### src/pkg/epm_pkg.sv
package epm_pkg;
  // register word offsets (bytes); aliases sit above each base
  localparam logic [7:0] SUPP_BASE     = 8'h00;
  localparam logic [7:0] MCFG_BASE     = 8'h10;
  localparam logic [7:0] MADR_BASE     = 8'h20;
  localparam logic [7:0] STAT_BASE     = 8'h30;
  localparam logic [3:0] ALIAS_WR      = 4'h0;
  localparam logic [3:0] ALIAS_CLR     = 4'h4;
  localparam logic [3:0] ALIAS_SET     = 4'h8;
  localparam logic [3:0] ALIAS_INV     = 4'hc;
  // field positions
  localparam int SUPP_RST_BIT  = 11;
  localparam int SUPP_SPD_BIT  = 8;
  localparam int MCFG_RST_BIT  = 15;
  localparam int MCFG_SEL_LO   = 2;
  localparam int MCFG_SKIP_PREAMBLE    = 1;
  localparam int MCFG_SCAN     = 0;
  // writable masks and values after reset
  localparam logic [31:0] SUPP_MASK  = 32'h0000_0900;
  localparam logic [31:0] MCFG_MASK  = 32'h0000_803f;
  localparam logic [31:0] MADR_MASK  = 32'h0000_1f1f;
  localparam logic [31:0] SUPP_RESET = 32'h0000_0000;
  localparam logic [31:0] MCFG_RESET = 32'h0000_0020;
  localparam logic [31:0] MADR_RESET = 32'h0000_0100;
  // preamble length in mdc cycles
  localparam logic [5:0]  PREAMBLE_LEN = 6'h20;
  // header and released phase lengths in mdc cycles
  localparam logic [5:0]  HEAD_LEN     = 6'h0e;
  localparam logic [5:0]  TURN_LEN     = 6'h12;
  // divider encodings to half period counts
  function automatic logic [4:0] epm_half_div(input logic [3:0] sel);
    case (sel)
      4'h0, 4'h1: epm_half_div = 5'h02;
      4'h2:       epm_half_div = 5'h03;
      4'h3:       epm_half_div = 5'h04;
      4'h4:       epm_half_div = 5'h05;
      4'h5:       epm_half_div = 5'h07;
      4'h6:       epm_half_div = 5'h0a;
      4'h7:       epm_half_div = 5'h0e;
      default:    epm_half_div = 5'h14;
    endcase
  endfunction : epm_half_div
endpackage : epm_pkg

### src/epm_mdc_div.sv
`timescale 1ns/10ps
module epm_mdc_div (
  input  wire logic       clk,
  input  wire logic       rst,
  input  wire logic       hold,
  input  wire logic [3:0] sel,
  output logic            mdc_q,
  output logic            rise_q
);
  logic [4:0] cnt_q;
  logic [4:0] half;
  assign half = epm_pkg::epm_half_div(sel);
  // divide core clock; hold keeps the divider at its start state
  always_ff @(posedge clk or posedge rst) begin
    if (rst) begin
      cnt_q  <= 5'h00;
      mdc_q  <= 1'b0;
      rise_q <= 1'b0;
    end else if (hold) begin
      cnt_q  <= 5'h00;
      mdc_q  <= 1'b0;
      rise_q <= 1'b0;
    end else if (cnt_q + 5'h01 >= half) begin
      cnt_q  <= 5'h00;
      mdc_q  <= ~mdc_q;
      rise_q <= ~mdc_q;
    end else begin
      cnt_q  <= cnt_q + 5'h01;
      rise_q <= 1'b0;
    end
  end
endmodule : epm_mdc_div

### src/epm_top.sv
// What this block does
// - phy support bit 11 holds the reduced interface logic in reset.
// - phy support bit 8 selects 100 Mbps when one, 10 Mbps when zero.
// - those two bits act only on the reduced interface logic.
// - 16 and 32 bit accesses work, aliases too; byte accesses ignored.
// - unimplemented bits, 31 to 16 among them, read as zero.
// - config bit 15 resets the management block, all but SCAN_PHY_ADDR (which holds its value), while set.
// - mdc is divided from the core clock by config bits 5 to 2.
// - divider codes 0 to 7 give 4,4,6,8,10,14,20,28; codes 8 and up all give 40.
// - config bit 1 drops the 32 bit preamble from cycles.
// - config bit 0 scans phy addresses 1 up to the programmed address.
// - each writable register has clear, set, invert aliases at 0x4, 0x8, 0xc.
`timescale 1ns/10ps
module epm_top (
  input  wire logic        CLOCK,
  input  wire logic        SYS_RST,
  input  wire logic        WB_CYC_I,
  input  wire logic        WB_STB_I,
  input  wire logic        WB_WE_I,
  input  wire logic [7:0]  WB_ADR_I,
  input  wire logic [3:0]  WB_SEL_I,
  input  wire logic [31:0] WB_DAT_I,
  output logic      [31:0] WB_DAT_O,
  output logic             WB_ACK_O,
  output logic             RMII_RESET,
  output logic             RMII_SPEED_100,
  output logic             MDC,
  output logic             MDIO_O,
  output logic             MDIO_OE,
  output logic      [4:0]  SCAN_PHY_ADDR
);
  logic [31:0] supp_q;
  logic [31:0] mcfg_q;
  logic [31:0] madr_q;
  logic        req;
  logic        sel_ok;
  logic [7:0]  base;
  logic [3:0]  alias_off;
  logic [31:0] wmask;
  logic        mgmt_rst;
  logic        mdc_int;
  logic        mdc_prev_q;
  logic        mdc_fall;
  logic [31:0] rd_d;

  // a new request only when ack is low, keeping classic single cycles
  assign req       = WB_CYC_I && WB_STB_I && !WB_ACK_O;
  assign base      = {WB_ADR_I[7:4], 4'h0};
  assign alias_off = WB_ADR_I[3:0];
  // byte access (one lane only, or odd lane pairs) is refused silently
  assign sel_ok    = (WB_SEL_I == 4'hf) || (WB_SEL_I == 4'h3) || (WB_SEL_I == 4'hc);
  assign wmask     = {{16{WB_SEL_I[3]}}, {16{WB_SEL_I[1]}}};

  function automatic logic [31:0] alias_apply(input logic [31:0] cur, input logic [31:0] wd,
                                               input logic [3:0] off, input logic [31:0] lanes,
                                               input logic [31:0] impl);
    logic [31:0] m;
    logic [31:0] nv;
    m = lanes & impl;
    case (off)
      epm_pkg::ALIAS_WR:  nv = (cur & ~m) | (wd & m);
      epm_pkg::ALIAS_CLR: nv = cur & ~(wd & m);
      epm_pkg::ALIAS_SET: nv = cur | (wd & m);
      epm_pkg::ALIAS_INV: nv = cur ^ (wd & m);
      default:            nv = cur;
    endcase
    alias_apply = nv;
  endfunction : alias_apply

  // write strobes; a refused lane pattern never reaches a register
  logic wr_en;
  logic wr_supp;
  logic wr_mcfg;
  logic wr_madr;
  assign wr_en   = req && WB_WE_I && sel_ok;
  assign wr_supp = wr_en && (base == epm_pkg::SUPP_BASE);
  assign wr_mcfg = wr_en && (base == epm_pkg::MCFG_BASE);
  assign wr_madr = wr_en && (base == epm_pkg::MADR_BASE);

  // phy support register; only bits 11 and 8 ever store
  always_ff @(posedge CLOCK or posedge SYS_RST) begin
    if (SYS_RST) begin
      supp_q <= epm_pkg::SUPP_RESET;
    end else if (wr_supp) begin
      supp_q <= alias_apply(supp_q, WB_DAT_I, alias_off, wmask, epm_pkg::SUPP_MASK);
    end
  end

  // management config register
  always_ff @(posedge CLOCK or posedge SYS_RST) begin
    if (SYS_RST) begin
      mcfg_q <= epm_pkg::MCFG_RESET;
    end else if (wr_mcfg) begin
      mcfg_q <= alias_apply(mcfg_q, WB_DAT_I, alias_off, wmask, epm_pkg::MCFG_MASK);
    end
  end

  // management address register: phy address and register address
  always_ff @(posedge CLOCK or posedge SYS_RST) begin
    if (SYS_RST) begin
      madr_q <= epm_pkg::MADR_RESET;
    end else if (wr_madr) begin
      madr_q <= alias_apply(madr_q, WB_DAT_I, alias_off, wmask, epm_pkg::MADR_MASK);
    end
  end

  // read mux; unmapped reads zero, unimplemented bits zero
  always_comb begin
    case (base)
      epm_pkg::SUPP_BASE: rd_d = supp_q & epm_pkg::SUPP_MASK;
      epm_pkg::MCFG_BASE: rd_d = mcfg_q & epm_pkg::MCFG_MASK;
      epm_pkg::MADR_BASE: rd_d = madr_q & epm_pkg::MADR_MASK;
      epm_pkg::STAT_BASE: rd_d = {26'h0, MDIO_OE, SCAN_PHY_ADDR};
      default:            rd_d = 32'h0000_0000;
    endcase
  end

  // one wait state answer; every request acked, even refused ones
  always_ff @(posedge CLOCK or posedge SYS_RST) begin
    if (SYS_RST) begin
      WB_ACK_O <= 1'b0;
    end else begin
      WB_ACK_O <= req;
    end
  end

  // read data stands only with ack; refused reads return zero
  always_ff @(posedge CLOCK or posedge SYS_RST) begin
    if (SYS_RST) begin
      WB_DAT_O <= 32'h0000_0000;
    end else begin
      WB_DAT_O <= (req && !WB_WE_I && sel_ok) ? rd_d : 32'h0000_0000;
    end
  end

  // reduced interface reset, unused by other phy interfaces
  always_ff @(posedge CLOCK or posedge SYS_RST) begin
    if (SYS_RST) begin
      RMII_RESET <= 1'b0;
    end else begin
      RMII_RESET <= supp_q[epm_pkg::SUPP_RST_BIT];
    end
  end

  // reduced interface line rate select
  always_ff @(posedge CLOCK or posedge SYS_RST) begin
    if (SYS_RST) begin
      RMII_SPEED_100 <= 1'b0;
    end else begin
      RMII_SPEED_100 <= supp_q[epm_pkg::SUPP_SPD_BIT];
    end
  end

  assign mgmt_rst = mcfg_q[epm_pkg::MCFG_RST_BIT];

  // mdc divider; software picks a code keeping mdc slow enough
  epm_mdc_div u_div (
    .clk    (CLOCK),
    .rst    (SYS_RST),
    .hold   (mgmt_rst),
    .sel    (mcfg_q[epm_pkg::MCFG_SEL_LO +: 4]),
    .mdc_q  (mdc_int),
    .rise_q ()
  );

  always_ff @(posedge CLOCK or posedge SYS_RST) begin
    if (SYS_RST) begin
      MDC <= 1'b0;
    end else begin
      MDC <= mdc_int & ~mgmt_rst;
    end
  end

  // falling point of the divided clock; mdio moves here so that it has
  // settled half a period before the phy samples on the rising edge
  always_ff @(posedge CLOCK or posedge SYS_RST) begin
    if (SYS_RST) begin
      mdc_prev_q <= 1'b0;
    end else begin
      mdc_prev_q <= mdc_int;
    end
  end
  assign mdc_fall = mdc_prev_q & ~mdc_int;

  // scan read engine: preamble, then 14 frame bits driven, 18 released
  typedef enum {ST_IDLE, ST_PRE, ST_HEAD, ST_TURN} epm_state_t;
  epm_state_t  st_q;
  logic [5:0]  bit_q;
  logic [13:0] hdr_q;
  logic [4:0]  phy_q;
  logic [4:0]  phy_max;
  logic [4:0]  phy_now;
  logic        scan_on;
  assign phy_max = madr_q[12:8];
  assign scan_on = mcfg_q[epm_pkg::MCFG_SCAN];
  assign phy_now = scan_on ? phy_q : phy_max;

  // true on the last count of a phase that is len bits long
  function automatic logic at_last(input logic [5:0] cnt, input logic [5:0] len);
    at_last = (cnt == len - 6'h01);
  endfunction : at_last

  // start 01, read 10, phy address, register address
  function automatic logic [13:0] frame_head(input logic [4:0] phy, input logic [4:0] regad);
    frame_head = {4'h6, phy, regad};
  endfunction : frame_head

  // scan order 1..top; a lowered top sends the scan back to 1
  function automatic logic [4:0] next_phy(input logic [4:0] cur, input logic [4:0] top);
    next_phy = (cur < top) ? cur + 5'h01 : 5'h01;
  endfunction : next_phy

  // frame sequencing; every step is taken at the falling point of mdc
  always_ff @(posedge CLOCK or posedge SYS_RST) begin
    if (SYS_RST) begin
      st_q  <= ST_IDLE;
      bit_q <= 6'h00;
      hdr_q <= 14'h0000;
      phy_q <= 5'h01;
    end else if (mgmt_rst) begin
      st_q  <= ST_IDLE;
      bit_q <= 6'h00;
      hdr_q <= 14'h0000;
      phy_q <= 5'h01;
    end else if (mdc_fall) begin
      case (st_q)
        ST_IDLE: begin
          hdr_q <= frame_head(phy_now, madr_q[4:0]);
          if (mcfg_q[epm_pkg::MCFG_SKIP_PREAMBLE]) begin
            st_q  <= ST_HEAD;
            bit_q <= 6'h00;
          end else begin
            // this step already drives the first preamble one
            st_q  <= ST_PRE;
            bit_q <= 6'h01;
          end
        end
        ST_PRE: begin
          if (at_last(bit_q, epm_pkg::PREAMBLE_LEN)) begin
            st_q  <= ST_HEAD;
            bit_q <= 6'h00;
          end else begin
            bit_q <= bit_q + 6'h01;
          end
        end
        ST_HEAD: begin
          // header leaves msb first
          hdr_q <= {hdr_q[12:0], 1'b0};
          if (at_last(bit_q, epm_pkg::HEAD_LEN)) begin
            st_q  <= ST_TURN;
            bit_q <= 6'h00;
          end else begin
            bit_q <= bit_q + 6'h01;
          end
        end
        ST_TURN: begin
          // turnaround and reply bits: the bus is left to the phy
          if (at_last(bit_q, epm_pkg::TURN_LEN)) begin
            st_q  <= ST_IDLE;
            bit_q <= 6'h00;
            phy_q <= scan_on ? next_phy(phy_q, phy_max) : 5'h01;
          end else begin
            bit_q <= bit_q + 6'h01;
          end
        end
        default: st_q <= ST_IDLE;
      endcase
    end
  end

  // pin drive; ones through the preamble, released outside preamble and header
  always_ff @(posedge CLOCK or posedge SYS_RST) begin
    if (SYS_RST) begin
      MDIO_O  <= 1'b1;
      MDIO_OE <= 1'b0;
    end else if (mgmt_rst) begin
      MDIO_O  <= 1'b1;
      MDIO_OE <= 1'b0;
    end else if (mdc_fall) begin
      case (st_q)
        ST_IDLE: begin
          // with the preamble skipped the bus stays released one more bit
          MDIO_O  <= 1'b1;
          MDIO_OE <= ~mcfg_q[epm_pkg::MCFG_SKIP_PREAMBLE];
        end
        ST_PRE: begin
          MDIO_O  <= 1'b1;
          MDIO_OE <= 1'b1;
        end
        ST_HEAD: begin
          MDIO_O  <= hdr_q[13];
          MDIO_OE <= 1'b1;
        end
        ST_TURN: begin
          MDIO_OE <= 1'b0;
        end
        default: begin
          MDIO_OE <= 1'b0;
        end
      endcase
    end
  end

  // address of the frame now on the wire, also readable as status
  always_ff @(posedge CLOCK or posedge SYS_RST) begin
    if (SYS_RST) begin
      SCAN_PHY_ADDR <= 5'h00;
    end else if (!mgmt_rst && mdc_fall && (st_q == ST_IDLE)) begin
      SCAN_PHY_ADDR <= phy_now;
    end
  end
endmodule : epm_top

### config.mk
export PLATFORM = sky130hd
export DESIGN_NAME = epm_top
export DESIGN_NICKNAME = d
export VERILOG_FILES = /design/src/pkg/epm_pkg.sv /design/src/epm_mdc_div.sv /design/src/epm_top.sv
export SDC_FILE = /design/constraint.sdc
export NUM_CORES = 1
export LEC_CHECK = 0
export BUFFER_PORTS_ARGS = -buffer_cell sky130_fd_sc_hd__clkbuf_2
export CAP_MARGIN = 5
export CORE_AREA = 3 3 112 114
export CTS_BUF_LIST = sky130_fd_sc_hd__clkbuf_16
export CTS_CLUSTER_DIAMETER = 50
export DETAILED_ROUTE_END_ITERATION = 10
export DIE_AREA = 0 0 115 117
export PLACE_DENSITY = 0.57
export SYNTH_ARGS = -nofsm -noshare
export SYNTH_HDL_FRONTEND = slang
export SYNTH_SLANG_ARGS = --single-unit
### constraint.sdc
create_clock -name CLOCK -period 4.7 [get_ports CLOCK]
set_input_delay 0.47 -clock CLOCK [delete_from_list [all_inputs] [get_ports CLOCK]]
set_output_delay 0.47 -clock CLOCK [all_outputs]
set_load 0.1 [all_outputs]
* Yosys cells after proc, flatten, opt, wreduce, memory -nomap -nowiden
Memories as Yosys holds them, arrays and structs flattened. Index checks and enable logic that the tools add are counted.
Word-level totals: memories 1, output and inout port bits 43, memory bits (read-only) 32, flip-flop bits (word level) 203
Operators by class: add/sub/neg operators 3, bitwise gates (word level) 29, order comparisons 2, mux-type cells 40, reductions and logical operators 38, equality and inequality tests 18
Memory list:
- (no name shown) | depth 8, bits a word 4, read ports 1, clocked after memory_dff 0, wr ports 0, line epm_pkg.sv:32 | case (sel)
Operator list (number):
- case mux 32 bit (4 select lines) | 4
- bitwise AND 32 bit | 6
- two-way mux 32 bit | 6
- OR 32 bit | 6
- inverter 32 bit | 3
- XOR 32 bit | 3
- == test 32 x 2 -> 1 bit, second input constant | 2
- logical NOT 32 bit | 2
- case mux 16 bit (4 select lines) | 1
- two-way mux 5 bit | 10
- bitwise AND 32 x 12 -> 32 bit | 1
- bitwise AND 32 x 13 -> 32 bit | 1
- bitwise AND 32 x 16 -> 32 bit | 1
- == test 32 x 1 -> 1 bit, second input constant | 1
- inverter 12 -> 32 bit | 1
- inverter 13 -> 32 bit | 1
- inverter 16 -> 32 bit | 1
- two-way mux 6 bit | 5
- two-way mux 14 bit | 2
- case mux 14 bit (2 select lines) | 1
- case mux 6 bit (4 select lines) | 1
- == test 4 bit, second input constant | 4
- == test 4 x 2 -> 1 bit, second input constant | 3
- == test 6 x 5 -> 1 bit, second input constant | 2
- 26 further kinds | 62

* Longest topological paths before layout
Gate-level depths: netlist (run 1).
depth in word-level cells 7, mapped depth 10

* Cells and area by module
Synthesis (run 1) repeated with hierarchy kept, for this count alone.
Unflattened totals: cell total of the unflattened synthesis 511, area, all modules 4770.8 µm²
By module, submodules not included:
- epm_top | instances 1, sequential area each 1756.7 µm², area an instance 4266.6 µm², cells an instance 458
- epm_mdc_div | instances 1, sequential area each 175.2 µm², area an instance 504.2 µm², cells an instance 53

* Worst setup path before layout (run 1)
No wires, ideal clock.
path kind register to register, start reg WB_ACK_O, end reg WB_DAT_O[15], arrival 2090 ps, setup slack 2541 ps, setup time 69 ps, stages on the path, launching flop included 5, required time 4631 ps, path buffers 1, cells stage by stage dfrtp_1 > or4_4 > or3_1 > buf_4 > and4bb_1
On the way: longest elaborated chain between the ends 5
RTL lines:
- start, declared | line epm_top.sv:24 | output logic WB_ACK_O,
- start signal, assigned | line epm_top.sv:123 | WB_ACK_O <= req;
- logical NOT 1 bit | line epm_top.sv:47 | assign req = WB_CYC_I && WB_STB_I && !WB_ACK_O;
- logical AND 1 bit | line epm_top.sv:47
- logical AND 1 bit (2 in series) | line epm_top.sv:132 | WB_DAT_O <= (req && !WB_WE_I && sel_ok) ? rd_d : 32'h0000_0000;
- two-way mux 32 bit | line epm_top.sv:132
- end signal, assigned | line epm_top.sv:132
- end, declared | line epm_top.sv:23 | output logic [31:0] WB_DAT_O,
No other way between the ends. A chain may end at the register's enable or synchronous reset.

* Worst setup path in the final report (run 1)
start reg st_q[0], end reg bit_q[2]
On the way: longest elaborated chain between the ends 4, elaborated cells between the ends (all ways) 9, those cells by class eq/ne: 3; mux: 3; reduce/logical: 3
RTL lines:
- start, declared | line epm_top.sv:187 | epm_state_t st_q;
- start signal, assigned | line epm_top.sv:216 | st_q <= ST_IDLE;
- start signal, assigned | line epm_top.sv:221 | st_q <= ST_IDLE;
- start signal, assigned | line epm_top.sv:230 | st_q <= ST_HEAD;
- == test 32 x 2 -> 1 bit (tied with other cells) | line epm_top.sv:226 | case (st_q)
- case mux 6 bit (4 select lines) | line epm_top.sv:226
- two-way mux 6 bit | line epm_top.sv:225 | end else if (mdc_fall) begin
- two-way mux 6 bit | line epm_top.sv:220 | end else if (mgmt_rst) begin
- end signal, assigned | line epm_top.sv:243 | bit_q <= bit_q + 6'h01;
- end signal, assigned | line epm_top.sv:253 | bit_q <= bit_q + 6'h01;
- end signal, assigned | line epm_top.sv:263 | bit_q <= bit_q + 6'h01;
- end, declared | line epm_top.sv:188 | logic [5:0] bit_q;
Parallel ways exist; a longest one is shown, timed or not. The select of a mux whose other input is x is not followed.

==> flow_summary.yaml, run 1 <==
status:
  outcome: "complete, no violations"
timing:
  min_period_ns: 2.809
  layout_worst_path_cycle_share_pct: 59.76
  tightestPinTransition_ns: 1.114
  finalHoldViolCount: 0
  slew_violations: 0
  final.setup_skew_ns: 0.004121
  rsz0062_at_grt: "false"
  clock.fmax_ghz: 0.3561
  setup_violations: 0
  fin_setup_tns_ns: 0
  worst_hold_slack_ns: 0.1332
  relSlewSlack_pct: 25.73
final_layout:
  drive_gt1_share_pct: 16.70
  layout.nets: 613
  final_common_cell: "dfrtp_1"
  final_cell_mix: "dfrtp_1 (72), nand2_1 (52), clkbuf_2 (51)"
  diodes: 0
  area_growth_pct: 11.67
logic_synthesis:
  async_flop_share_pct: 100.0
  synthCells: 489
  synth_area_per_cell_sq_um: 9.452
  ys.flop_type: "dfrtp_1"
  ys_ff_latch: 76
  synth_warnings: 0
  ys_seq_area_share_pct: 41.26
  synth_edf_count: 0
  synth_cell_type_count: 59
  synth_area_sq_mm: 0.004622
clocking:
  cts_setup_buffers: 0
  clk_latency_ns: 0.33
  clkTransAtPathRegs_ns: 0.06
  ctsHoldBuffers: 0
  cts_tree: "yes"
  cts_root_buf: "clkbuf_16"
  ctsResizeCount: 0
  htree_levels: 3
  clock_path_buffers: 2
  cts_made_buffers: 9
  cts_sinks: 76
power_and_ir_drop:
  p_leak_nw: 2.409
  powerDensity_mw_per_mm2: 497.7
  ir_worst_vdd_mv: 0.2526
worst_setup_path:
  crit_path_top_delay_cell: "a21oi_1"
  r2r_end: "bit_q[2]$_DFFE_PP0P_"
  critPathMaxStageDelay_ns: 0.68
  path_class: "flip-flop to flip-flop"
  path_cells: "inv_1 -> ha_1 -> or4_1 -> a21oi_1 -> nor3b_1 -> o211ai_1 -> nand2_1"
  cp_max_fo: 20
  crit_buf_inv: 1
  reg2reg_slack_ns: 1.89
  r2r-start: "st_q[0]$_DFFE_PP0P_"
  r2r_cells: 7
  required_ns: 4.92
  critPathLaunchType: "flip-flop"
  crit_arrival_ns: 3.03
  critPathCaptureType: "flip-flop"
  crit_family: "compound AO/OA/AOI/OAI gates"
detailed_routing:
  vias: 3576
  routed_wl_microns: 10830
  drt_iter0_markers: 224
  route.detailed.drc: 0
  post_drt_wl_per_cell_microns: 16.01
  antenna_left: 0
  viasPerCell: 5.290
  dr.pass1.iters: 4
floorplan:
  fp.dieW_microns: 115
  rows: 39
  core_sq_mm: 0.01152
  ioPinCount: 92
  start_util_pct: 40.13
  die_height_microns: 117
  die-area_sq_mm: 0.01346
global_route:
  grt_usage_pct: 17.49
  grt_max_degree: 58
  overflow: 0
  grt_pass1_vias: 3675
  grt_first_pass_wirelength_microns: 18540
  antenna_found_initial: 0
hold_path:
  hold_class: "input pin to asynchronous set/reset pin"
placed_design:
  dp_hpwl_microns: 7739
  port_buffers: 51
  gpl.final_weighted_congestion: 0.7867
flow_run:
  cap_violations: 0
-- metrics by stage --
stage               setup slack [ns]  total power [W]  area, sq um  std cells  util [%]
floorplan                      2.298         0.001739         4693        508         -
global placement               1.934         0.001893         4877        660     42.35
detailed placement             1.889         0.001914         4877        660     42.35
CTS                            1.887         0.002591         5161        676     44.82
global route                   1.575         0.002736         5161        676     44.82
finish                         1.891         0.002569         5161        676     44.82
-- power breakdown --
part           internal, W  total [W]  switching (W)
sequential        0.000770   0.000893       0.000123
clock             0.000404   0.000673       0.000269
combinational     0.000278    0.00100       0.000724
total              0.00145    0.00257        0.00112
-- cell families (layout without fill, tap and decap cells) --
logic type,count (synthesis),after routing,synth area share (%)
buffers and inverters,62,87,7.120
XOR/XNOR,5,5,0.9474
AO/OA/AOI/OAI,120,120,17.81
AND/OR/NAND/NOR,164,164,17.49
adder cells (fa/ha/maj),36,36,9.745
multiplexers,25,25,5.549
other,1,20,0.08113
flip-flops,76,76,41.26
-- worst max path at each step --
stage	startpoint	endpoint	cells after the start
floorplan	SYS_RST	MDC$_DFF_PP0_	1
global placement	st_q[0]$_DFFE_PP0P_	bit_q[2]$_DFFE_PP0P_	7
detailed placement	st_q[0]$_DFFE_PP0P_	bit_q[2]$_DFFE_PP0P_	7
CTS	st_q[0]$_DFFE_PP0P_	bit_q[2]$_DFFE_PP0P_	7
global route	st_q[0]$_DFFE_PP0P_	bit_q[2]$_DFFE_PP0P_	7
finish	st_q[0]$_DFFE_PP0P_	bit_q[2]$_DFFE_PP0P_	7
-- cell type report --
class	instances	area (sq um)
Fill cell	1129	6355
Multi-Input combinational cell	370	2457
Sequential cell	76	1907
Timing Repair Buffer	52	262.8
Clock buffer	9	225.2
Tap cell	143	178.9
Inverter	19	71.32
Clock inverter	7	58.81
-- registers in the layout, indices dropped and copies added, names as in the netlist, 2 cells and up --
register	cells
SCAN_PHY_ADDR	5
WB_DAT_O	12
bit_q	6
hdr_q	14
madr_q	10
mcfg_q	7
phy_q	5
st_q	2
supp_q	2
u_div.cnt_q	5
-- synth_stat cells (4+ instances only) --
| cell | number | area [sq um] |
|---|---|---|
| buf_4 | 22 | 165.2 |
| dfstp_2 | 4 | 105.1 |
| and3_1 | 6 | 37.54 |
| ha_1 | 36 | 450.4 |
| inv_1 | 19 | 71.32 |
| nand2_1 | 52 | 195.2 |
| dfrtp_1 | 72 | 1802 |
| nor3b_1 | 4 | 30.03 |
| clkbuf_1 | 16 | 60.06 |
| a22oi_1 | 6 | 45.04 |
| mux2_2 | 5 | 56.30 |
| or3_1 | 4 | 25.02 |
| o2bb2ai_1 | 19 | 166.4 |
| nor2_1 | 47 | 176.4 |
| mux2i_1 | 20 | 200.2 |
| nand3_1 | 14 | 70.07 |
| nand2b_1 | 6 | 37.54 |
| xnor2_1 | 4 | 35.03 |
| a211oi_1 | 7 | 52.55 |
| nor3_1 | 5 | 25.02 |
| a31oi_1 | 5 | 31.28 |
| a21oi_1 | 43 | 215.2 |
| o21ai_0 | 20 | 100.1 |
| nor2b_1 | 11 | 68.82 |
-- worst reg2reg max path, stage by stage, from the launching register on --
cell	delay (ns)
dfrtp_1	0.42
inv_1	0.13
ha_1	0.51
or4_1	0.58
a21oi_1	0.68
nor3b_1	0.10
o211ai_1	0.21
nand2_1	0.07
-- routing by layer --
layer  track usage, %  share of wire (%)  up-vias
li1                 -                  -     1776
met1            23.17                 47     1695
met2            28.24                 46       89
met3            3.393                5.0       16
met4            7.121                2.0        0
met5                0                  0        -
Note: power is estimated with default switching activity, not from simulation.
==> inputs of run 2 (changes only) <==
--- a/config.mk
+++ b/config.mk
@@ -12,7 +12,7 @@
 export CTS_CLUSTER_DIAMETER = 50
 export DETAILED_ROUTE_END_ITERATION = 10
 export DIE_AREA = 0 0 115 117
-export PLACE_DENSITY = 0.57
+export PLACE_DENSITY = 0.59
 export SYNTH_ARGS = -nofsm -noshare
 export SYNTH_HDL_FRONTEND = slang
 export SYNTH_SLANG_ARGS = --single-unit
==> constraint.sdc (replaced) <==
create_clock -name CLOCK -period 2.5 [get_ports CLOCK]
set_input_delay 0.25 -clock CLOCK [delete_from_list [all_inputs] [get_ports CLOCK]]
set_output_delay 0.25 -clock CLOCK [all_outputs]
set_load 0.1 [all_outputs]
==> flow_summary.yaml, run 2 (same netlist as run 1, synthesis figures left out) <==
status:
  outcome: "complete, no violations"
worst_setup_path:
  crit_path_top_delay_cell: "dfrtp_1"
  crit_family: "simple AND/OR/NAND/NOR gates"
  critPathMaxStageDelay_ns: 0.46
  critPathCaptureType: "flip-flop"
  required_ns: 2.76
  path_class: "flip-flop to flip-flop"
  crit_arrival_ns: 2.42
  critPathLaunchType: "flip-flop"
  crit_buf_inv: 0
  path_cells: "nor2b_1 -> nand2b_1 -> a21oi_1 -> ha_1 -> nand2b_1 -> a31oi_1 -> o21ai_0 -> or2_2 -> nor2b_1"
  cp_max_fo: 7
floorplan:
  ioPinCount: 92
  core_sq_mm: 0.01152
  start_util_pct: 40.13
  fp.dieW_microns: 115
  die_height_microns: 117
  rows: 39
  die-area_sq_mm: 0.01346
clocking:
  cts_setup_buffers: 0
  clk_latency_ns: 0.33
  cts_root_buf: "clkbuf_16"
  htree_levels: 3
  clkTransAtPathRegs_ns: 0.06
  clock_path_buffers: 2
  cts_made_buffers: 9
  cts_sinks: 76
  cts_tree: "yes"
timing:
  min_period_ns: 2.153
  rsz0062_at_grt: "false"
  worst_hold_slack_ns: 0.1313
  fin_setup_tns_ns: 0
  tightestPinTransition_ns: 1.019
  setup_ws_ns: 0.3469
  layout_worst_path_cycle_share_pct: 86.13
  final.setup_skew_ns: 0.005562
  finalHoldViolCount: 0
  clock.fmax_ghz: 0.4644
  slew_violations: 0
  setup_violations: 0
  relSlewSlack_pct: 32.07
global_route:
  grt.met2_usage_pct: 27.78
  grtUsageMet1_pct: 24.83
  grt_first_pass_wirelength_microns: 18660
  grt_pass1_vias: 3637
  grt_max_degree: 46
  antenna_found_initial: 0
  use_met3_pct: 2.314
  grt.busiest_layer: "met2"
  overflow: 0
  grt_usage_pct: 17.63
power_and_ir_drop:
  powerDensity_mw_per_mm2: 922.2
  ir_worst_vdd_mv: 0.4997
  p_leak_nw: 2.466
detailed_routing:
  route.detailed.drc: 0
  dr.pass1.iters: 4
  antenna_left: 0
  viasPerCell: 5.307
  routed_wl_microns: 10920
  drt_iter0_markers: 211
  post_drt_wl_per_cell_microns: 15.90
  vias: 3646
placed_design:
  gpl.final_weighted_congestion: 0.8045
  dp_cells: 671
  port_buffers: 51
  place_ws_ns: 0.3158
  dp_hpwl_microns: 7960
  dpl-instance-area_sq_mm: 0.004960
final_layout:
  finalInstanceArea_sq_mm: 0.005251
  nFillCells: 1093
  largest_reg_flops: 14
  final_common_cell: "dfrtp_1"
  final_cell_mix: "dfrtp_1 (72), nand2_1 (52), clkbuf_2 (51)"
  layout.nets: 625
  largestRegisters: "hdr_q x14, WB_DAT_O x12, madr_q x10"
  finalNonFillerCells: 687
  top_register: "hdr_q"
  diodes: 0
  drive_gt1_share_pct: 18.57
  area_growth_pct: 13.62
flow_run:
  cap_violations: 0
hold_path:
  hold_class: "input pin to flip-flop"
## run 2: cell count changes in the layout (fill, tap and decap cells not counted), sizes merged
cell | previous run | this run
buf | 1 | 12
dlygate4sd3 | 0 | 1
inv | 20 | 19
## run 2: report_power, final
group	internal (W)	total [W]	switching, W
combinational	0.000543	0.00190	0.00136
sequential	0.00145	0.00169	0.000238
clock	0.000758	0.00126	0.000499
## run 2: per-layer routing
metal | vias to the layer above | routed length [microns]
li1 | 1797 | -
met1 | 1748 | 5105
met2 | 89 | 5091
met3 | 12 | 562
met4 | 0 | 164
met5 | - | 0
## run 2: layout make-up
cell class | instances | area, sq um | share of cell area (%)
inverter | 19 | 71.32 | 1.358
clock inverter | 6 | 56.30 | 1.072
sequential | 76 | 1907 | 36.31
tap | 143 | 178.9 | 3.407
timing repair buffer | 64 | 355.3 | 6.767
multi-input combinational | 370 | 2457 | 46.80
clock buffer | 9 | 225.2 | 4.289
## run 2: metrics by stage
| step | utilization (%) | total power [W] |
|---|---|---|
| after floorplan | - | 0.003270 |
| after global placement | 43.07 | 0.003573 |
| after detailed placement | 43.07 | 0.003616 |
| after CTS | 45.60 | 0.004896 |
| after global routing | 45.60 | 0.005153 |
| final | 45.60 | 0.004843 |
## run 2: final timing paths
| check | startpoint | end | slack [ns] | depth (start not counted) |
|---|---|---|---|---|
| max reg2reg | mcfg_q[3]$_DFFE_PP0P_ | u_div.cnt_q[3]$_DFF_PP0_ | 0.35 | 9 |
| min reg2reg | supp_q[8]$_DFFE_PP0P_ | RMII_SPEED_100$_DFF_PP0_ | 0.44 | 0 |
| min in group asynchronous | SYS_RST | u_div.cnt_q[2]$_DFF_PP0_ | 0.34 | 3 |
| max in group asynchronous | SYS_RST | supp_q[11]$_DFFE_PP0P_ | 1.35 | 4 |
| max | mcfg_q[3]$_DFFE_PP0P_ | u_div.cnt_q[3]$_DFF_PP0_ | 0.35 | 9 |
| min | WB_STB_I | WB_ACK_O$_DFF_PP0_ | 0.13 | 3 |
## run 2: timing repair
item,4_1_cts,5_1_grt
endpoints found under the hold margin,6,0
resized for setup,0,0
hold buffers,1,0
## run 2: worst reg2reg max path, cell delays in order (launching register included)
cell and delay [ns]:
dfrtp_1 0.46, nor2b_1 0.21, nand2b_1 0.07, a21oi_1 0.15
ha_1 0.24, nand2b_1 0.13, a31oi_1 0.17, o21ai_0 0.17
or2_2 0.36, nor2b_1 0.12
==> inputs of run 3 (changes only) <==
--- a/config.mk
+++ b/config.mk
@@ -12,6 +12,8 @@
 export CTS_CLUSTER_DIAMETER = 50
 export DETAILED_ROUTE_END_ITERATION = 10
 export DIE_AREA = 0 0 115 117
+export GPL_TIMING_DRIVEN = 0
+export MAX_ROUTING_LAYER = met4
 export PLACE_DENSITY = 0.59
 export SYNTH_ARGS = -nofsm -noshare
 export SYNTH_HDL_FRONTEND = slang
==> flow_summary.yaml, run 3 (same netlist as run 1, synthesis figures left out) <==
placed_design:
  gpl.final_weighted_congestion: 0.8768
  dp_hpwl_microns: 8248
  port_buffers: 49
worst_setup_path:
  path_cells: "inv_1 -> ha_1 -> or4_1 -> a21oi_1 -> buf_4 -> nor2_1 -> mux2i_1 -> o21ai_0"
  r2r_end: "bit_q[3]$_DFFE_PP0P_"
  cp_max_fo: 10
  critPathMaxStageDelay_ns: 0.54
  crit_path_top_delay_cell: "or4_1"
  r2r-start: "st_q[0]$_DFFE_PP0P_"
  required_ns: 2.73
  critPathLaunchType: "flip-flop"
  crit_buf_inv: 2
  crit_arrival_ns: 2.44
  reg2reg_slack_ns: 0.29
  crit_start: "st_q[0]$_DFFE_PP0P_"
  crit_family: "simple AND/OR/NAND/NOR gates"
  r2r_cells: 8
  path_class: "flip-flop to flip-flop"
  critPathCaptureType: "flip-flop"
hold_path:
  worstHoldEndpoint: "WB_ACK_O$_DFF_PP0_"
  hold_class: "input pin to flip-flop"
  min_from: "WB_STB_I"
  hold_depth: 3
timing:
  finalHoldViolCount: 0
  layout_worst_path_cycle_share_pct: 88.29
  tightestPinTransition_ns: 0.6335
  setup_violations: 0
  fin_setup_tns_ns: 0
  relSlewSlack_pct: 57.21
  final.setup_skew_ns: 0.009321
  slew_violations: 0
  worst_hold_slack_ns: 0.1333
  min_period_ns: 2.207
  rsz0062_at_grt: "false"
  clock.fmax_ghz: 0.4531
final_layout:
  drive_gt1_share_pct: 19.83
  layout.nets: 655
  final_cell_mix: "dfrtp_1 (72), nand2_1 (52), clkbuf_2 (49)"
  largest_reg_flops: 14
  area_growth_pct: 19.33
  final_common_cell: "dfrtp_1"
  diodes: 0
  largestRegisters: "hdr_q x14, WB_DAT_O x12, madr_q x10"
  top_register: "hdr_q"
  fin_util_pct: 47.89
clocking:
  clock_path_buffers: 2
  cts_made_buffers: 9
  ctsResizeCount: 0
  cts_setup_buffers: 0
  cts_tree: "yes"
  clk_latency_ns: 0.34
  cts_root_buf: "clkbuf_16"
  clkTransAtPathRegs_ns: 0.06
  htree_levels: 3
  cts_sinks: 76
  ctsHoldBuffers: 1
global_route:
  grt_max_degree: 49
  overflow: 0
  grt_usage_pct: 18.71
  antenna_found_initial: 0
  grt_pass1_vias: 3813
  grt_first_pass_wirelength_microns: 19090
power_and_ir_drop:
  power.net_switching_w: 0.002141
  powerDensity_mw_per_mm2: 949.8
  p_total_w: 0.005238
  intPower_w: 0.003097
  p_comb_share_pct: 38.3
  swShare_pct: 40.87
  clkPwrFrac_pct: 30.4
  ir_worst_vdd_mv: 0.4112
  pwr-share-seq_pct: 31.3
  p_leak_nw: 2.611
detailed_routing:
  drt_iter0_markers: 321
  route.detailed.drc: 0
  viasPerCell: 5.253
  antenna_left: 0
  dr.pass1.iters: 4
  post_drt_wl_per_cell_microns: 15.82
  routed_wl_microns: 11360
  vias: 3772
flow_run:
  cap_violations: 0
floorplan:
  die-area_sq_mm: 0.01346
  rows: 39
  ioPinCount: 92
  core_sq_mm: 0.01152
  fp.dieW_microns: 115
  start_util_pct: 40.13
  die_height_microns: 117
status:
  outcome: "complete, no violations"
-- run 3: cell type report --
| type | instances | area (sq um) |
|---|---|---|
| Tap cell | 143 | 178.9 |
| Sequential cell | 76 | 1907 |
| Timing Repair Buffer | 51 | 282.8 |
| Clock inverter | 7 | 132.6 |
| Clock buffer | 9 | 225.2 |
| Fill cell | 1115 | 6001 |
| Buffer | 43 | 257.7 |
| Multi-Input combinational cell | 370 | 2457 |
| Inverter | 19 | 73.82 |
-- run 3: worst max path at each step --
stage | cells past startpoint | end
after global routing | 8 | bit_q[3]$_DFFE_PP0P_
after detailed placement | 8 | bit_q[3]$_DFFE_PP0P_
after CTS | 8 | bit_q[3]$_DFFE_PP0P_
after floorplan | 1 | MDC$_DFF_PP0_
after global placement | 2 | phy_q[1]$_DFFE_PP0P_
final | 8 | bit_q[3]$_DFFE_PP0P_
-- run 3: worst reg2reg max path, stage by stage, from the launching register on --
cell and delay (ns):
dfrtp_1 0.41, inv_1 0.12, ha_1 0.29, or4_1 0.54, a21oi_1 0.27, buf_4 0.22
nor2_1 0.05, mux2i_1 0.12, o21ai_0 0.08
-- run 3: per-stage QoR --
stage | std cells | setup slack, ns | instance area, sq um
3_3_place_gp | 700 | -0.7121 | 5117
6_report | 718 | 0.2928 | 5515
4_1_cts | 718 | 0.2750 | 5515
5_1_grt | 718 | 0.04105 | 5515
3_5_place_dp | 701 | 0.2754 | 5147
2_1_floorplan | 508 | 0.3183 | 4693
-- run 3: routing by layer --
layer	up-vias	track usage, %	share of wire, %
met4	0	6.416	1.3
met1	1803	24.31	47
met5	-	-	0
met2	84	29.40	47
li1	1872	-	-
met3	13	3.650	4.5
-- run 3: power groups by stage --
stage	Sequential (W)	Combinational (W)	Clock (W)
after floorplan	0.00209	0.00118	0
after global placement	0.00165	0.00197	0
after detailed placement	0.00166	0.00201	0
after CTS	0.00164	0.00202	0.00161
after global routing	0.00167	0.00222	0.00167
final	0.00164	0.00200	0.00159
